## src/adcf_pkg.sv

```systemverilog
`default_nettype none

package adcf_pkg;

   // ----------------------------------------
   // Widths
   // ----------------------------------------
   localparam int CODE_W = 10;
   localparam int DIFF_W = 12;
   localparam int ADDR_W = 12;
   localparam int CNT_W = 16;

   // ----------------------------------------
   // Zero code of the output word and clamp limits of the difference
   // ----------------------------------------
   localparam logic [CODE_W-1:0] CODE_ZERO = 10'h000;
   localparam logic [DIFF_W-1:0] DIFF_POS_MAX = 12'h1FF;
   localparam logic [DIFF_W-1:0] DIFF_NEG_MIN = 12'hE00;

   // ----------------------------------------
   // Register map (byte addresses)
   // ----------------------------------------
   localparam logic [ADDR_W-1:0] CTRL_OFS = 12'h000;
   localparam logic [ADDR_W-1:0] STATUS_OFS = 12'h004;
   localparam logic [ADDR_W-1:0] DATA_OFS = 12'h008;
   localparam logic [ADDR_W-1:0] COUNT_OFS = 12'h00C;
   localparam logic [31:0] CTRL_RST = 32'h0000_0000;
   localparam logic [31:0] WORD_ZERO = 32'h0000_0000;

   // Field positions
   localparam int CTRL_SOFT_STANDBY_BIT = 0;
   localparam int CTRL_SOFT_SLEEP_BIT = 1;
   localparam int DATA_Q_LSB = 16;
   localparam int STATUS_PINS_LSB = 4;
   localparam int STATUS_RUN_BIT = 2;

   // ----------------------------------------
   // Clock period and recovery times in nanoseconds, and recovery counts in clock cycles
   // ----------------------------------------
   localparam int CLK_PERIOD_TIME = 10;
   localparam int STANDBY_WAKE_TIME = 100;
   localparam int SLEEP_WAKE_TIME = 1000;
   localparam int STANDBY_WAKE_CYC = (STANDBY_WAKE_TIME + CLK_PERIOD_TIME - 1) / CLK_PERIOD_TIME;
   localparam int SLEEP_WAKE_CYC = (SLEEP_WAKE_TIME + CLK_PERIOD_TIME - 1) / CLK_PERIOD_TIME;

   // ----------------------------------------
   // Types
   // ----------------------------------------
   typedef enum logic [1:0] {MODE_RUN, MODE_STANDBY, MODE_SLEEP, MODE_WAKE} adcf_mode_t;

   typedef struct packed {
      logic sleep_request;
      logic standby_request;
      logic bus_layout_select;
      logic code_format_select;
      logic gain_select;
   } adcf_pins_t;

   typedef struct packed {
      logic soft_sleep;
      logic soft_standby;
   } adcf_ctrl_t;

endpackage : adcf_pkg

`default_nettype wire

```

## src/adcf_apb.sv

```systemverilog
`default_nettype none

module adcf_apb (
   input wire logic clk,
   input wire logic sys_rst,
   input wire logic psel,
   input wire logic penable,
   input wire logic pwrite,
   input wire logic [adcf_pkg::ADDR_W-1:0] paddr,
   output logic [31:0] prdata,
   output logic pready,
   output logic pslverr,
   output logic wr_ctrl,
   input wire logic [31:0] ctrl_word,
   input wire logic [31:0] status_word,
   input wire logic [31:0] data_word,
   input wire logic [31:0] count_word
);

   logic [31:0] next_prdata;
   logic [31:0] rd_mux;
   logic mapped;

   // ----------------------------------------
   // Address decode and read mux
   // ----------------------------------------
   always_comb begin
      mapped = 1'b1;
      rd_mux = adcf_pkg::WORD_ZERO;
      case (paddr)
         adcf_pkg::CTRL_OFS: rd_mux = ctrl_word;
         adcf_pkg::STATUS_OFS: rd_mux = status_word;
         adcf_pkg::DATA_OFS: rd_mux = data_word;
         adcf_pkg::COUNT_OFS: rd_mux = count_word;
         default: mapped = 1'b0;
      endcase
      next_prdata = prdata;
      if (psel && !penable) begin
         next_prdata = rd_mux;
      end
   end

   // Read data captured in the setup cycle
   always_ff @(posedge clk) begin
      if (sys_rst) begin
         prdata <= adcf_pkg::WORD_ZERO;
      end else begin
         prdata <= next_prdata;
      end
   end

   // Zero wait states, error on unmapped address
   assign pready = 1'b1;
   assign pslverr = psel && penable && !mapped;
   assign wr_ctrl = psel && penable && pwrite && (paddr == adcf_pkg::CTRL_OFS);

endmodule : adcf_apb

`default_nettype wire

```

## src/adcf_coder.sv

```systemverilog
`default_nettype none

module adcf_coder (
   input wire logic signed [adcf_pkg::DIFF_W-1:0] diff,
   input wire logic gain_select,
   input wire logic code_format_select,
   output logic [adcf_pkg::CODE_W-1:0] code
);

   logic signed [adcf_pkg::DIFF_W-1:0] scaled;
   logic signed [adcf_pkg::DIFF_W-1:0] clamped;
   logic [adcf_pkg::CODE_W-1:0] offset_bin;

   // Gain scaling, clamp, then output coding
   always_comb begin
      if (gain_select) begin
         scaled = diff >>> 1;
      end else begin
         scaled = diff;
      end
      if (scaled > signed'(adcf_pkg::DIFF_POS_MAX)) begin
         clamped = signed'(adcf_pkg::DIFF_POS_MAX);
      end else if (scaled < signed'(adcf_pkg::DIFF_NEG_MIN)) begin
         clamped = signed'(adcf_pkg::DIFF_NEG_MIN);
      end else begin
         clamped = scaled;
      end
      offset_bin = {~clamped[adcf_pkg::CODE_W-1], clamped[adcf_pkg::CODE_W-2:0]};
      if (code_format_select) begin
         code = {~offset_bin[adcf_pkg::CODE_W-1], offset_bin[adcf_pkg::CODE_W-2:0]};
      end else begin
         code = offset_bin;
      end
   end

endmodule : adcf_coder

`default_nettype wire

```

## src/adcf_top.sv

```systemverilog
// The implementer's own choices: the placing of the registers and register access over APB.
`default_nettype none

// Function
// - Format low: offset binary codes
// - Format high: two's complement codes
// - Gain low: reference span fills code range
// - Gain high: twice reference fills range
// - Convert only with both requests low
// - Standby request enters quick-recovery standby
// - Standby freezes outputs at last result
// - Sleep request enters slow-recovery sleep
// - Sleep wins over standby
// - Sleep holds outputs at last result
// - Both channels sampled on falling edge
// - Layout select: parallel or interleaved buses
module adcf_top (
   input wire logic clk,
   input wire logic sys_rst,
   input wire logic psel,
   input wire logic penable,
   input wire logic pwrite,
   input wire logic [adcf_pkg::ADDR_W-1:0] paddr,
   input wire logic [31:0] pwdata,
   output logic [31:0] prdata,
   output logic pready,
   output logic pslverr,
   input wire logic sample_clk,
   input wire logic signed [adcf_pkg::DIFF_W-1:0] diff_i,
   input wire logic signed [adcf_pkg::DIFF_W-1:0] diff_q,
   input wire logic code_format_select,
   input wire logic gain_select,
   input wire logic standby_request,
   input wire logic sleep_request,
   input wire logic bus_layout_select,
   output logic [adcf_pkg::CODE_W-1:0] bus_i,
   output logic [adcf_pkg::CODE_W-1:0] bus_q,
   output logic bus_q_phase,
   output logic bus_strobe
);

   // ----------------------------------------
   // Declarations
   // ----------------------------------------
   adcf_pkg::adcf_pins_t pins;
   adcf_pkg::adcf_ctrl_t ctrl;
   adcf_pkg::adcf_ctrl_t next_ctrl;
   adcf_pkg::adcf_mode_t mode;
   adcf_pkg::adcf_mode_t next_mode;
   logic [adcf_pkg::CNT_W-1:0] wake_cnt;
   logic [adcf_pkg::CNT_W-1:0] next_wake_cnt;
   logic sample_prev;
   logic next_sample_prev;
   logic sample_fall;
   logic sleep_eff;
   logic standby_eff;
   logic convert;
   logic wr_ctrl;
   logic signed [adcf_pkg::DIFF_W-1:0] diff_ch [2];
   logic [adcf_pkg::CODE_W-1:0] code_ch [2];
   logic [adcf_pkg::CODE_W-1:0] last_i;
   logic [adcf_pkg::CODE_W-1:0] last_q;
   logic [adcf_pkg::CODE_W-1:0] next_last_i;
   logic [adcf_pkg::CODE_W-1:0] next_last_q;
   logic [adcf_pkg::CODE_W-1:0] next_bus_i;
   logic [adcf_pkg::CODE_W-1:0] next_bus_q;
   logic next_bus_q_phase;
   logic next_bus_strobe;
   logic q_pending;
   logic next_q_pending;
   logic [31:0] conv_count;
   logic [31:0] next_conv_count;
   logic [31:0] ctrl_word;
   logic [31:0] status_word;
   logic [31:0] data_word;

   // ----------------------------------------
   // Control pins and effective requests
   // ----------------------------------------
   assign pins.sleep_request = sleep_request;
   assign pins.standby_request = standby_request;
   assign pins.bus_layout_select = bus_layout_select;
   assign pins.code_format_select = code_format_select;
   assign pins.gain_select = gain_select;

   // Software requests add to the pin requests
   assign sleep_eff = pins.sleep_request || ctrl.soft_sleep;
   assign standby_eff = pins.standby_request || ctrl.soft_standby;

   // ----------------------------------------
   // Register bus
   // ----------------------------------------
   adcf_apb u_apb (
      .clk(clk),
      .sys_rst(sys_rst),
      .psel(psel),
      .penable(penable),
      .pwrite(pwrite),
      .paddr(paddr),
      .prdata(prdata),
      .pready(pready),
      .pslverr(pslverr),
      .wr_ctrl(wr_ctrl),
      .ctrl_word(ctrl_word),
      .status_word(status_word),
      .data_word(data_word),
      .count_word(conv_count)
   );

   // Read views of the block state
   always_comb begin
      ctrl_word = adcf_pkg::WORD_ZERO;
      ctrl_word[adcf_pkg::CTRL_SOFT_STANDBY_BIT] = ctrl.soft_standby;
      ctrl_word[adcf_pkg::CTRL_SOFT_SLEEP_BIT] = ctrl.soft_sleep;
      // Mode code, run flag and live pin levels
      status_word = adcf_pkg::WORD_ZERO;
      status_word[1:0] = mode;
      status_word[adcf_pkg::STATUS_RUN_BIT] = (mode == adcf_pkg::MODE_RUN);
      status_word[adcf_pkg::STATUS_PINS_LSB +: 5] = pins;
      data_word = adcf_pkg::WORD_ZERO;
      data_word[adcf_pkg::CODE_W-1:0] = last_i;
      data_word[adcf_pkg::DATA_Q_LSB +: adcf_pkg::CODE_W] = last_q;
   end

   // Control register next value
   always_comb begin
      next_ctrl = ctrl;
      if (wr_ctrl) begin
         // Only the two request bits are stored
         next_ctrl.soft_standby = pwdata[adcf_pkg::CTRL_SOFT_STANDBY_BIT];
         next_ctrl.soft_sleep = pwdata[adcf_pkg::CTRL_SOFT_SLEEP_BIT];
      end
   end

   // Control register
   always_ff @(posedge clk) begin
      if (sys_rst) begin
         ctrl <= adcf_pkg::adcf_ctrl_t'(adcf_pkg::CTRL_RST[1:0]);
      end else begin
         ctrl <= next_ctrl;
      end
   end

   // ----------------------------------------
   // Power mode sequencer
   // ----------------------------------------
   always_comb begin
      next_mode = mode;
      next_wake_cnt = wake_cnt;
      // Sleep is tested first in every state so it outranks standby
      case (mode)
         adcf_pkg::MODE_RUN: begin
            if (sleep_eff) begin
               next_mode = adcf_pkg::MODE_SLEEP;
            end else if (standby_eff) begin
               next_mode = adcf_pkg::MODE_STANDBY;
            end
         end
         // Standby leaves through the short recovery count
         adcf_pkg::MODE_STANDBY: begin
            if (sleep_eff) begin
               next_mode = adcf_pkg::MODE_SLEEP;
            end else if (!standby_eff) begin
               next_mode = adcf_pkg::MODE_WAKE;
               next_wake_cnt = adcf_pkg::CNT_W'(adcf_pkg::STANDBY_WAKE_CYC - 1);
            end
         end
         // Sleep released with standby held drops to standby only
         adcf_pkg::MODE_SLEEP: begin
            if (!sleep_eff && standby_eff) begin
               next_mode = adcf_pkg::MODE_STANDBY;
            end else if (!sleep_eff) begin
               next_mode = adcf_pkg::MODE_WAKE;
               next_wake_cnt = adcf_pkg::CNT_W'(adcf_pkg::SLEEP_WAKE_CYC - 1);
            end
         end
         // Recovery: a new request aborts it, else count down to run
         adcf_pkg::MODE_WAKE: begin
            if (sleep_eff) begin
               next_mode = adcf_pkg::MODE_SLEEP;
            end else if (standby_eff) begin
               next_mode = adcf_pkg::MODE_STANDBY;
            end else if (wake_cnt == '0) begin
               next_mode = adcf_pkg::MODE_RUN;
            end else begin
               next_wake_cnt = wake_cnt - 1'b1;
            end
         end
         default: begin
            next_mode = adcf_pkg::MODE_RUN;
         end
      endcase
   end

   // Mode state and recovery counter
   always_ff @(posedge clk) begin
      if (sys_rst) begin
         mode <= adcf_pkg::MODE_RUN;
         wake_cnt <= '0;
      end else begin
         mode <= next_mode;
         wake_cnt <= next_wake_cnt;
      end
   end

   // ----------------------------------------
   // Sample instant
   // ----------------------------------------
   // Sample clock is a synchronous input; its fall is found here
   assign next_sample_prev = sample_clk;
   assign sample_fall = sample_prev && !sample_clk;
   // A conversion needs the run state and no live request
   assign convert = sample_fall && (mode == adcf_pkg::MODE_RUN) && !sleep_eff && !standby_eff;

   // Previous level of the sample clock
   always_ff @(posedge clk) begin
      if (sys_rst) begin
         sample_prev <= 1'b0;
      end else begin
         sample_prev <= next_sample_prev;
      end
   end

   // ----------------------------------------
   // Channel coders, both fed the same instant
   // ----------------------------------------
   assign diff_ch[0] = diff_i;
   assign diff_ch[1] = diff_q;

   generate
      for (genvar ch = 0; ch < 2; ch++) begin : g_chan
         adcf_coder u_coder (
            .diff(diff_ch[ch]),
            .gain_select(pins.gain_select),
            .code_format_select(pins.code_format_select),
            .code(code_ch[ch])
         );
      end
   endgenerate

   // ----------------------------------------
   // Result capture and output buses
   // ----------------------------------------
   always_comb begin
      next_last_i = last_i;
      next_last_q = last_q;
      next_bus_i = bus_i;
      next_bus_q = bus_q;
      next_bus_q_phase = bus_q_phase;
      next_bus_strobe = 1'b0;
      next_q_pending = 1'b0;
      next_conv_count = conv_count;
      // A fall in the Q slot of an interleaved pair drops that Q word
      if (convert) begin
         // Both channels latched together
         next_last_i = code_ch[0];
         next_last_q = code_ch[1];
         next_conv_count = conv_count + 32'h0000_0001;
         next_bus_i = code_ch[0];
         next_bus_q_phase = 1'b0;
         next_bus_strobe = 1'b1;
         if (pins.bus_layout_select) begin
            next_bus_q = code_ch[1];
         end else begin
            next_q_pending = 1'b1;
         end
      end else if (q_pending) begin
         // Second word of an interleaved pair
         next_bus_i = last_q;
         next_bus_q_phase = 1'b1;
         next_bus_strobe = 1'b1;
      end
      // Frozen otherwise: standby and sleep keep last result
      if (!pins.bus_layout_select) begin
         next_bus_q = adcf_pkg::CODE_ZERO;
      end
   end

   // Result and bus registers
   always_ff @(posedge clk) begin
      if (sys_rst) begin
         last_i <= adcf_pkg::CODE_ZERO;
         last_q <= adcf_pkg::CODE_ZERO;
         bus_i <= adcf_pkg::CODE_ZERO;
         bus_q <= adcf_pkg::CODE_ZERO;
         bus_q_phase <= 1'b0;
         bus_strobe <= 1'b0;
         q_pending <= 1'b0;
         conv_count <= adcf_pkg::WORD_ZERO;
      end else begin
         last_i <= next_last_i;
         last_q <= next_last_q;
         bus_i <= next_bus_i;
         bus_q <= next_bus_q;
         bus_q_phase <= next_bus_q_phase;
         bus_strobe <= next_bus_strobe;
         q_pending <= next_q_pending;
         conv_count <= next_conv_count;
      end
   end

endmodule : adcf_top

`default_nettype wire

```

## config.mk

```make
export PLATFORM = sky130hd
export DESIGN_NAME = adcf_top
export DESIGN_NICKNAME = d
export VERILOG_FILES = /design/src/adcf_pkg.sv /design/src/adcf_apb.sv /design/src/adcf_coder.sv /design/src/adcf_top.sv
export SDC_FILE = /design/constraint.sdc
export NUM_CORES = 1
export LEC_CHECK = 0
export BUFFER_PORTS_ARGS = -buffer_cell sky130_fd_sc_hd__buf_2
export CORE_ASPECT_RATIO = 1.25
export CORE_MARGIN = 2
export CORE_UTILIZATION = 25
export DETAILED_ROUTE_END_ITERATION = 8
export PLACE_DENSITY_LB_ADDON = 0.3
export SLEW_MARGIN = 20
export SYNTH_ARGS = -nofsm -noshare
export SYNTH_HDL_FRONTEND = slang
export SYNTH_HIERARCHICAL = 1
export SYNTH_SLANG_ARGS = --single-unit
```

## constraint.sdc

```tcl
create_clock -name clk -period 4.4 [get_ports clk]
set_clock_uncertainty 0.2 [all_clocks]
set_input_delay 0.88 -clock clk [delete_from_list [all_inputs] [get_ports clk]]
set_output_delay 0.88 -clock clk [all_outputs]
set_load 0.1 [all_outputs]
```

# ---- After elaboration in Yosys (flattened, before gate mapping)
# Index checks and enable logic that the tools add are counted.
dict set report classes {
  muxes 33
  shift 0
  n_div 0
  n_reduce_logical 28
  add_sub_neg 2
  n_lt_le_gt_ge 4
  multipliers 0
  n_bitwise 4
  n_eq_ne 17
}
# cell count
set ops {}
lappend ops {{case mux 32 bit (4 select lines)} 1}
lappend ops {{2-to-1 mux 16 bit} 7}
lappend ops {{2-to-1 mux 10 bit} 8}
lappend ops {{case mux 16 bit (3 select lines)} 1}
lappend ops {{adder 32 x 1 -> 32 bit, second input constant} 1}
lappend ops {{== test 12 x 4 -> 1 bit, second input constant} 2}
lappend ops {{greater-than comparator 12 x 10 -> 1 bit, second input constant} 2}
lappend ops {{< comparator 12 x 10 -> 1 bit, second input constant} 2}
lappend ops {{2-to-1 mux 11 bit} 2}
lappend ops {{2-to-1 mux 2 bit} 9}
lappend ops {{logical NOT 16 bit} 1}
lappend ops {{subtractor 16 x 1 -> 16 bit, second input constant} 1}
lappend ops {{!= test 2 bit, second input constant} 7}
lappend ops {{== test 12 x 3 -> 1 bit, second input constant} 1}
lappend ops {{logical NOT 12 bit} 1}
lappend ops {{logical AND 1 bit} 10}
lappend ops {{!= test 3 bit, second input constant} 3}
lappend ops {{case mux 2 bit (4 select lines)} 1}
lappend ops {{AND reduction 8 bit} 1}
lappend ops {{OR reduction 2 bit} 3}
lappend ops {{logical NOT 1 bit} 5}
lappend ops {{== test 2 bit, second input constant} 2}
lappend ops {{2-to-1 mux 1 bit} 4}
lappend ops {{!= test 4 bit, second input constant} 1}
lappend ops {{8 further kinds} 12}
dict set report word_totals {
  mem_count 0
  output_inout_bits 56
  mem_bits_ro 0
  elab_cells 102
  ff_bits 128
  ramBits 0
  input_bits 79
  latchBits 0
}

# ---- Depth between registers and ports, before layout
dict set report logic_depth {
  ltp_word 7
  mapped_depth 8
  mapped_depth_nobuf 6
}

# ---- Hierarchy
# The synthesis kept the hierarchy.
# module seq_area_each_um2 cells_each instances area_per_inst_um2
set modules_own_cells {}
lappend modules_own_cells {adcf_top 1921.8 500 1 4226.6}
lappend modules_own_cells {adcf_apb 640.6 197 1 1984.4}
lappend modules_own_cells {adcf_coder 0.0 48 2 260.2}

# ---- Least setup slack after synthesis
# Ideal clock, no wire load.
dict set report synth_path {
  path_type {input to output}
  startpoint {input paddr[8] in the netlist's numbering}
  endpoint {output pslverr}
  setup_slack_ps 965
  required_ps 3320
  path_stages 3
  arrival_time_ps 2355
  path_buffers 0
  path_cell_list {or4_1 nor3_1 nor2_1}
}
dict set report synth_between {
  elab_chain_cells 5
  elab_cells_between_ends 8
  classes_between {3 x eq/ne; 1 x mux; 4 x reduce/logical}
}
# element line
set synth_lines {}
lappend synth_lines {{from (decl)} adcf_top.sv:23} ;# input wire logic [adcf_pkg::ADDR_W-1:0] paddr,
lappend synth_lines {{== test 12 x 3 -> 1 bit (tied with other cells)} adcf_apb.sv:30} ;# case (paddr)
lappend synth_lines {{OR reduction 4 bit (no source line) *} -}
lappend synth_lines {{2-to-1 mux 1 bit *} adcf_apb.sv:30}
lappend synth_lines {{logical NOT 1 bit *} adcf_apb.sv:54} ;# assign pslverr = psel && penable && !mapped;
lappend synth_lines {{logical AND 1 bit *} adcf_apb.sv:54}
lappend synth_lines {{to (decl)} adcf_top.sv:27} ;# output logic pslverr,
# Every way passes the cells marked *; elsewhere a longest branch is shown, timed or not.

# ---- Worst setup path in the final report
dict set report layout_path {
  startpoint {input paddr[4] in the netlist's numbering}
  endpoint {output pslverr}
}
# The elaborated chain is that of the path after synthesis.

==> impl_metrics.json <==
{
  "worstPathRequired_ns": 3.32,
  "wl_per_cell_um": 15.2,
  "netlist_area_um2": 6730,
  "cts_setup_buffers": 0,
  "drive_above_1_share_pct": 18.2,
  "holdBufCountCts": 0,
  "cts_tree": "yes",
  "synth-xor-area-share_pct": 0.781,
  "slowest_stage": "or4_4",
  "first_iter_violations": 325,
  "dp.cells": 1254,
  "tns_ns": 0,
  "routed_via_density": 4.92,
  "avgSynthCellArea_um2": 8.49,
  "met1_usage_pct": 18.6,
  "fmax_mhz": 309,
  "met2_usage_pct": 22.5,
  "synth_top_flop_cell": "dfxtp_1",
  "cp_cell_sequence": "buf_2, or4_4, nor3_1, nor2_1, buf_2",
  "core.rowCount": 67,
  "crit_type": "input port to output pin",
  "synth_compound_area_share_pct": 21.0,
  "timing.rr.end": "conv_count[29]",
  "synth.distinct_cells": 54,
  "synth_area_leaders": "dfxtp_1 38%, mux2i_1 11%, a21oi_1 5.4%, nand2_1 4.2%, a22o_1 4.2%",
  "slew_violations": 0,
  "syn_inst": 793,
  "num_vias": 6317,
  "dpl.hpwl_mm": 13.9,
  "antenna_found_initial": 0,
  "areaGrowthSynthToFinish_pct": 23.2,
  "max_cap_violations": 0,
  "coreArea_um2": 26700,
  "synth_most_common_cell": "dfxtp_1",
  "drtPass1Iterations": 4,
  "synth_edf_count": 0,
  "gr-usage-all-layers_pct": 14.0,
  "grt_max_degree": 79,
  "yosys.area_share.simple_pct": 21.3,
  "grt_pass1_vias": 5946,
  "hold_class": "flop to flop",
  "hold_depth": 2,
  "cts.sink_count": 128,
  "ant_nets": 0,
  "clk_latency_ns": 0.42,
  "yosysTopAreaCell": "dfxtp_1",
  "ys_async_sr_fraction_pct": 0,
  "fin_crit_ns": 3.24,
  "die-area_um2": 28300,
  "worstHoldStart": "last_i[0]",
  "hold_violations": 0,
  "grt_remaining_overflow": 0,
  "synth_top_family_by_area": "simple AND/OR/NAND/NOR gates",
  "synth_mux_area_share_pct": 13.4,
  "yosysWarnings": 6,
  "ys_seq_area_share_pct": 38.1,
  "portBuffers": 103,
  "yosys_register_bits": 128,
  "p_per_area_nw_per_um2": 341,
  "cp_common_cell": "buf_2",
  "met3_usage_pct": 3.39,
  "critPathLaunchType": "input port",
  "htreeDepth": 4,
  "path_max_fanout": 2,
  "ir_worst_vdd_uv": 154,
  "p_leak_nw": 3.30,
  "grt-busiest-layer": "met2",
  "clockRootBuffer": "clkbuf_16",
  "max_slew_margin_pct": 38.6,
  "end_kind": "output pin",
  "synthTopCellsByCount": "128 x dfxtp_1, 76 x nand2_1, 72 x a21oi_1, 72 x mux2i_1, 50 x nand3_1",
  "hold_path_end": "last_i[0]",
  "reg2regPathDepth": 4,
  "setup-violations-final": 0,
  "finish.utilization_pct": 31.1,
  "post-route-period-util_pct": 73.5,
  "crit_family": "simple AND/OR/NAND/NOR gates",
  "arrival_ns": 2.16,
  "status": "finished, final reports clean",
  "grt_pass1_wl_mm": 31.6,
  "holdWs_ns": 0.256,
  "dieHeight_um": 187,
  "nNetsFinal": 1009,
  "r2r_slack_ns": 1.66,
  "ctsResizeCount": 0,
  "clockBufferDepth": 2,
  "synth_fa_ha_area_share_pct": 0.372,
  "route.detailed.drc": 0,
  "wl_mm": 19.5,
  "synth_top_area_share_pct": 38.1,
  "clk_pin_slew_ns": 0.05,
  "cts_buffers": 17,
  "die_w_um": 151,
  "n_antenna_cell": 0,
  "pin_count": 135,
  "cp_num_buf_inv": 2,
  "critPathMaxStageDelay_ns": 0.55,
  "initial_utilization_pct": 25.3,
  "rsz0062_at_grt": "false",
  "tightest_slew_ns": 0.912,
  "place_congestion": 0.823,
  "final_cells": 1284,
  "r2r-start": "conv_count[7]"
}
power breakdown:
group	switching (W)	total, W	internal [W]
Sequential	0.0000159	0.00119	0.00117
Clock	0.000519	0.00134	0.000823
Combinational	0.000192	0.000300	0.000108
Total	0.000727	0.00283	0.00210
per-stage QoR:
stage	cell area [um^2]	setup slack, ns	power, W
after global placement	7740	1.14	0.00151
after floorplan	6980	0.965	0.00143
final	8290	1.16	0.00283
after CTS	8290	1.16	0.00287
after global routing	8290	1.12	0.00296
after detailed placement	7740	1.15	0.00151
cells by family after synthesis:
group	after synthesis
DFF	128
buffers and inverters	77
other	2
muxes	88
AOI/OAI and AO/OA	224
and+or+nand+nor	266
xor gates and xnor gates	6
adders and majority gates	2
worst reg2reg max path: stages, from the launching register on:
cell	delay [ns]
dfxtp_1	0.44
and4_1	0.32
nand4_1	0.68
nor4_1	0.60
mux2_2	0.39
sequential cells by signal (all words and copies together) (netlist names):
register / flops
bus_i: 10
bus_q: 10
bus_q_phase: 1
bus_strobe: 1
conv_count: 32
ctrl: 2
last_i: 10
last_q: 10
mode: 2
q_pending: 1
sample_prev: 1
u_apb/prdata: 32
wake_cnt: 16
cell type report:
cell class | instances | area (um^2)
Clock buffer | 19 | 433
Clock inverter | 11 | 119
Fill cell | 2868 | 18400
Inverter | 12 | 45.0
Multi-Input combinational cell | 653 | 4090
Sequential cell | 128 | 2560
Tap cell | 345 | 432
Timing Repair Buffer | 116 | 616
worst max path at each step:
stage	slack, ns	to	cells after the start	startpoint
3_5_place_dp	1.15	wake_cnt[13]	5	sleep_request
2_1_floorplan	0.97	pslverr	3	paddr[8]
3_3_place_gp	1.14	wake_cnt[13]	5	sleep_request
4_1_cts	1.16	pslverr	5	paddr[4]
5_1_grt	1.12	pslverr	5	paddr[5]
6_report	1.16	pslverr	5	paddr[4]
cells in the final DEF, fill, tap and decap left out, types with 3 or more instances in the layout:
| cell type | Yosys | routed |
|---|---|---|
| clkinv_2 | 0 | 5 |
| nor4_1 | 7 | 6 |
| xor2_1 | 3 | 3 |
| a211oi_1 | 3 | 3 |
| nor3_1 | 7 | 7 |
| nand3_1 | 50 | 50 |
| a21oi_1 | 72 | 71 |
| dfxtp_1 | 128 | 128 |
| nor2_1 | 27 | 27 |
| a31oi_1 | 20 | 20 |
| o21ai_0 | 28 | 28 |
| o31ai_1 | 21 | 21 |
| or2_2 | 3 | 3 |
| xnor2_1 | 3 | 3 |
| nor2b_1 | 9 | 9 |
| clkinv_4 | 0 | 3 |
| nand2b_1 | 8 | 8 |
| and2_1 | 8 | 8 |
| buf_4 | 1 | 14 |
| o22ai_1 | 33 | 33 |
| mux2_2 | 16 | 16 |
| or4_1 | 27 | 27 |
| inv_1 | 12 | 12 |
| mux2i_1 | 72 | 72 |
| a22o_1 | 32 | 32 |
| or3_1 | 6 | 6 |
| buf_2 | 14 | 102 |
| conb_1 | 2 | 67 |
| nand4_1 | 16 | 16 |
| nand2_1 | 76 | 76 |
| and4_1 | 7 | 7 |
| clkbuf_16 | 0 | 17 |
layer usage:
layer,vias to the layer above,wire (um)
met4,0,235
met1,2959,9070
met2,151,9150
li1,3192,-
met5,-,0
met3,15,994
(Power assumes the default switching activity.)
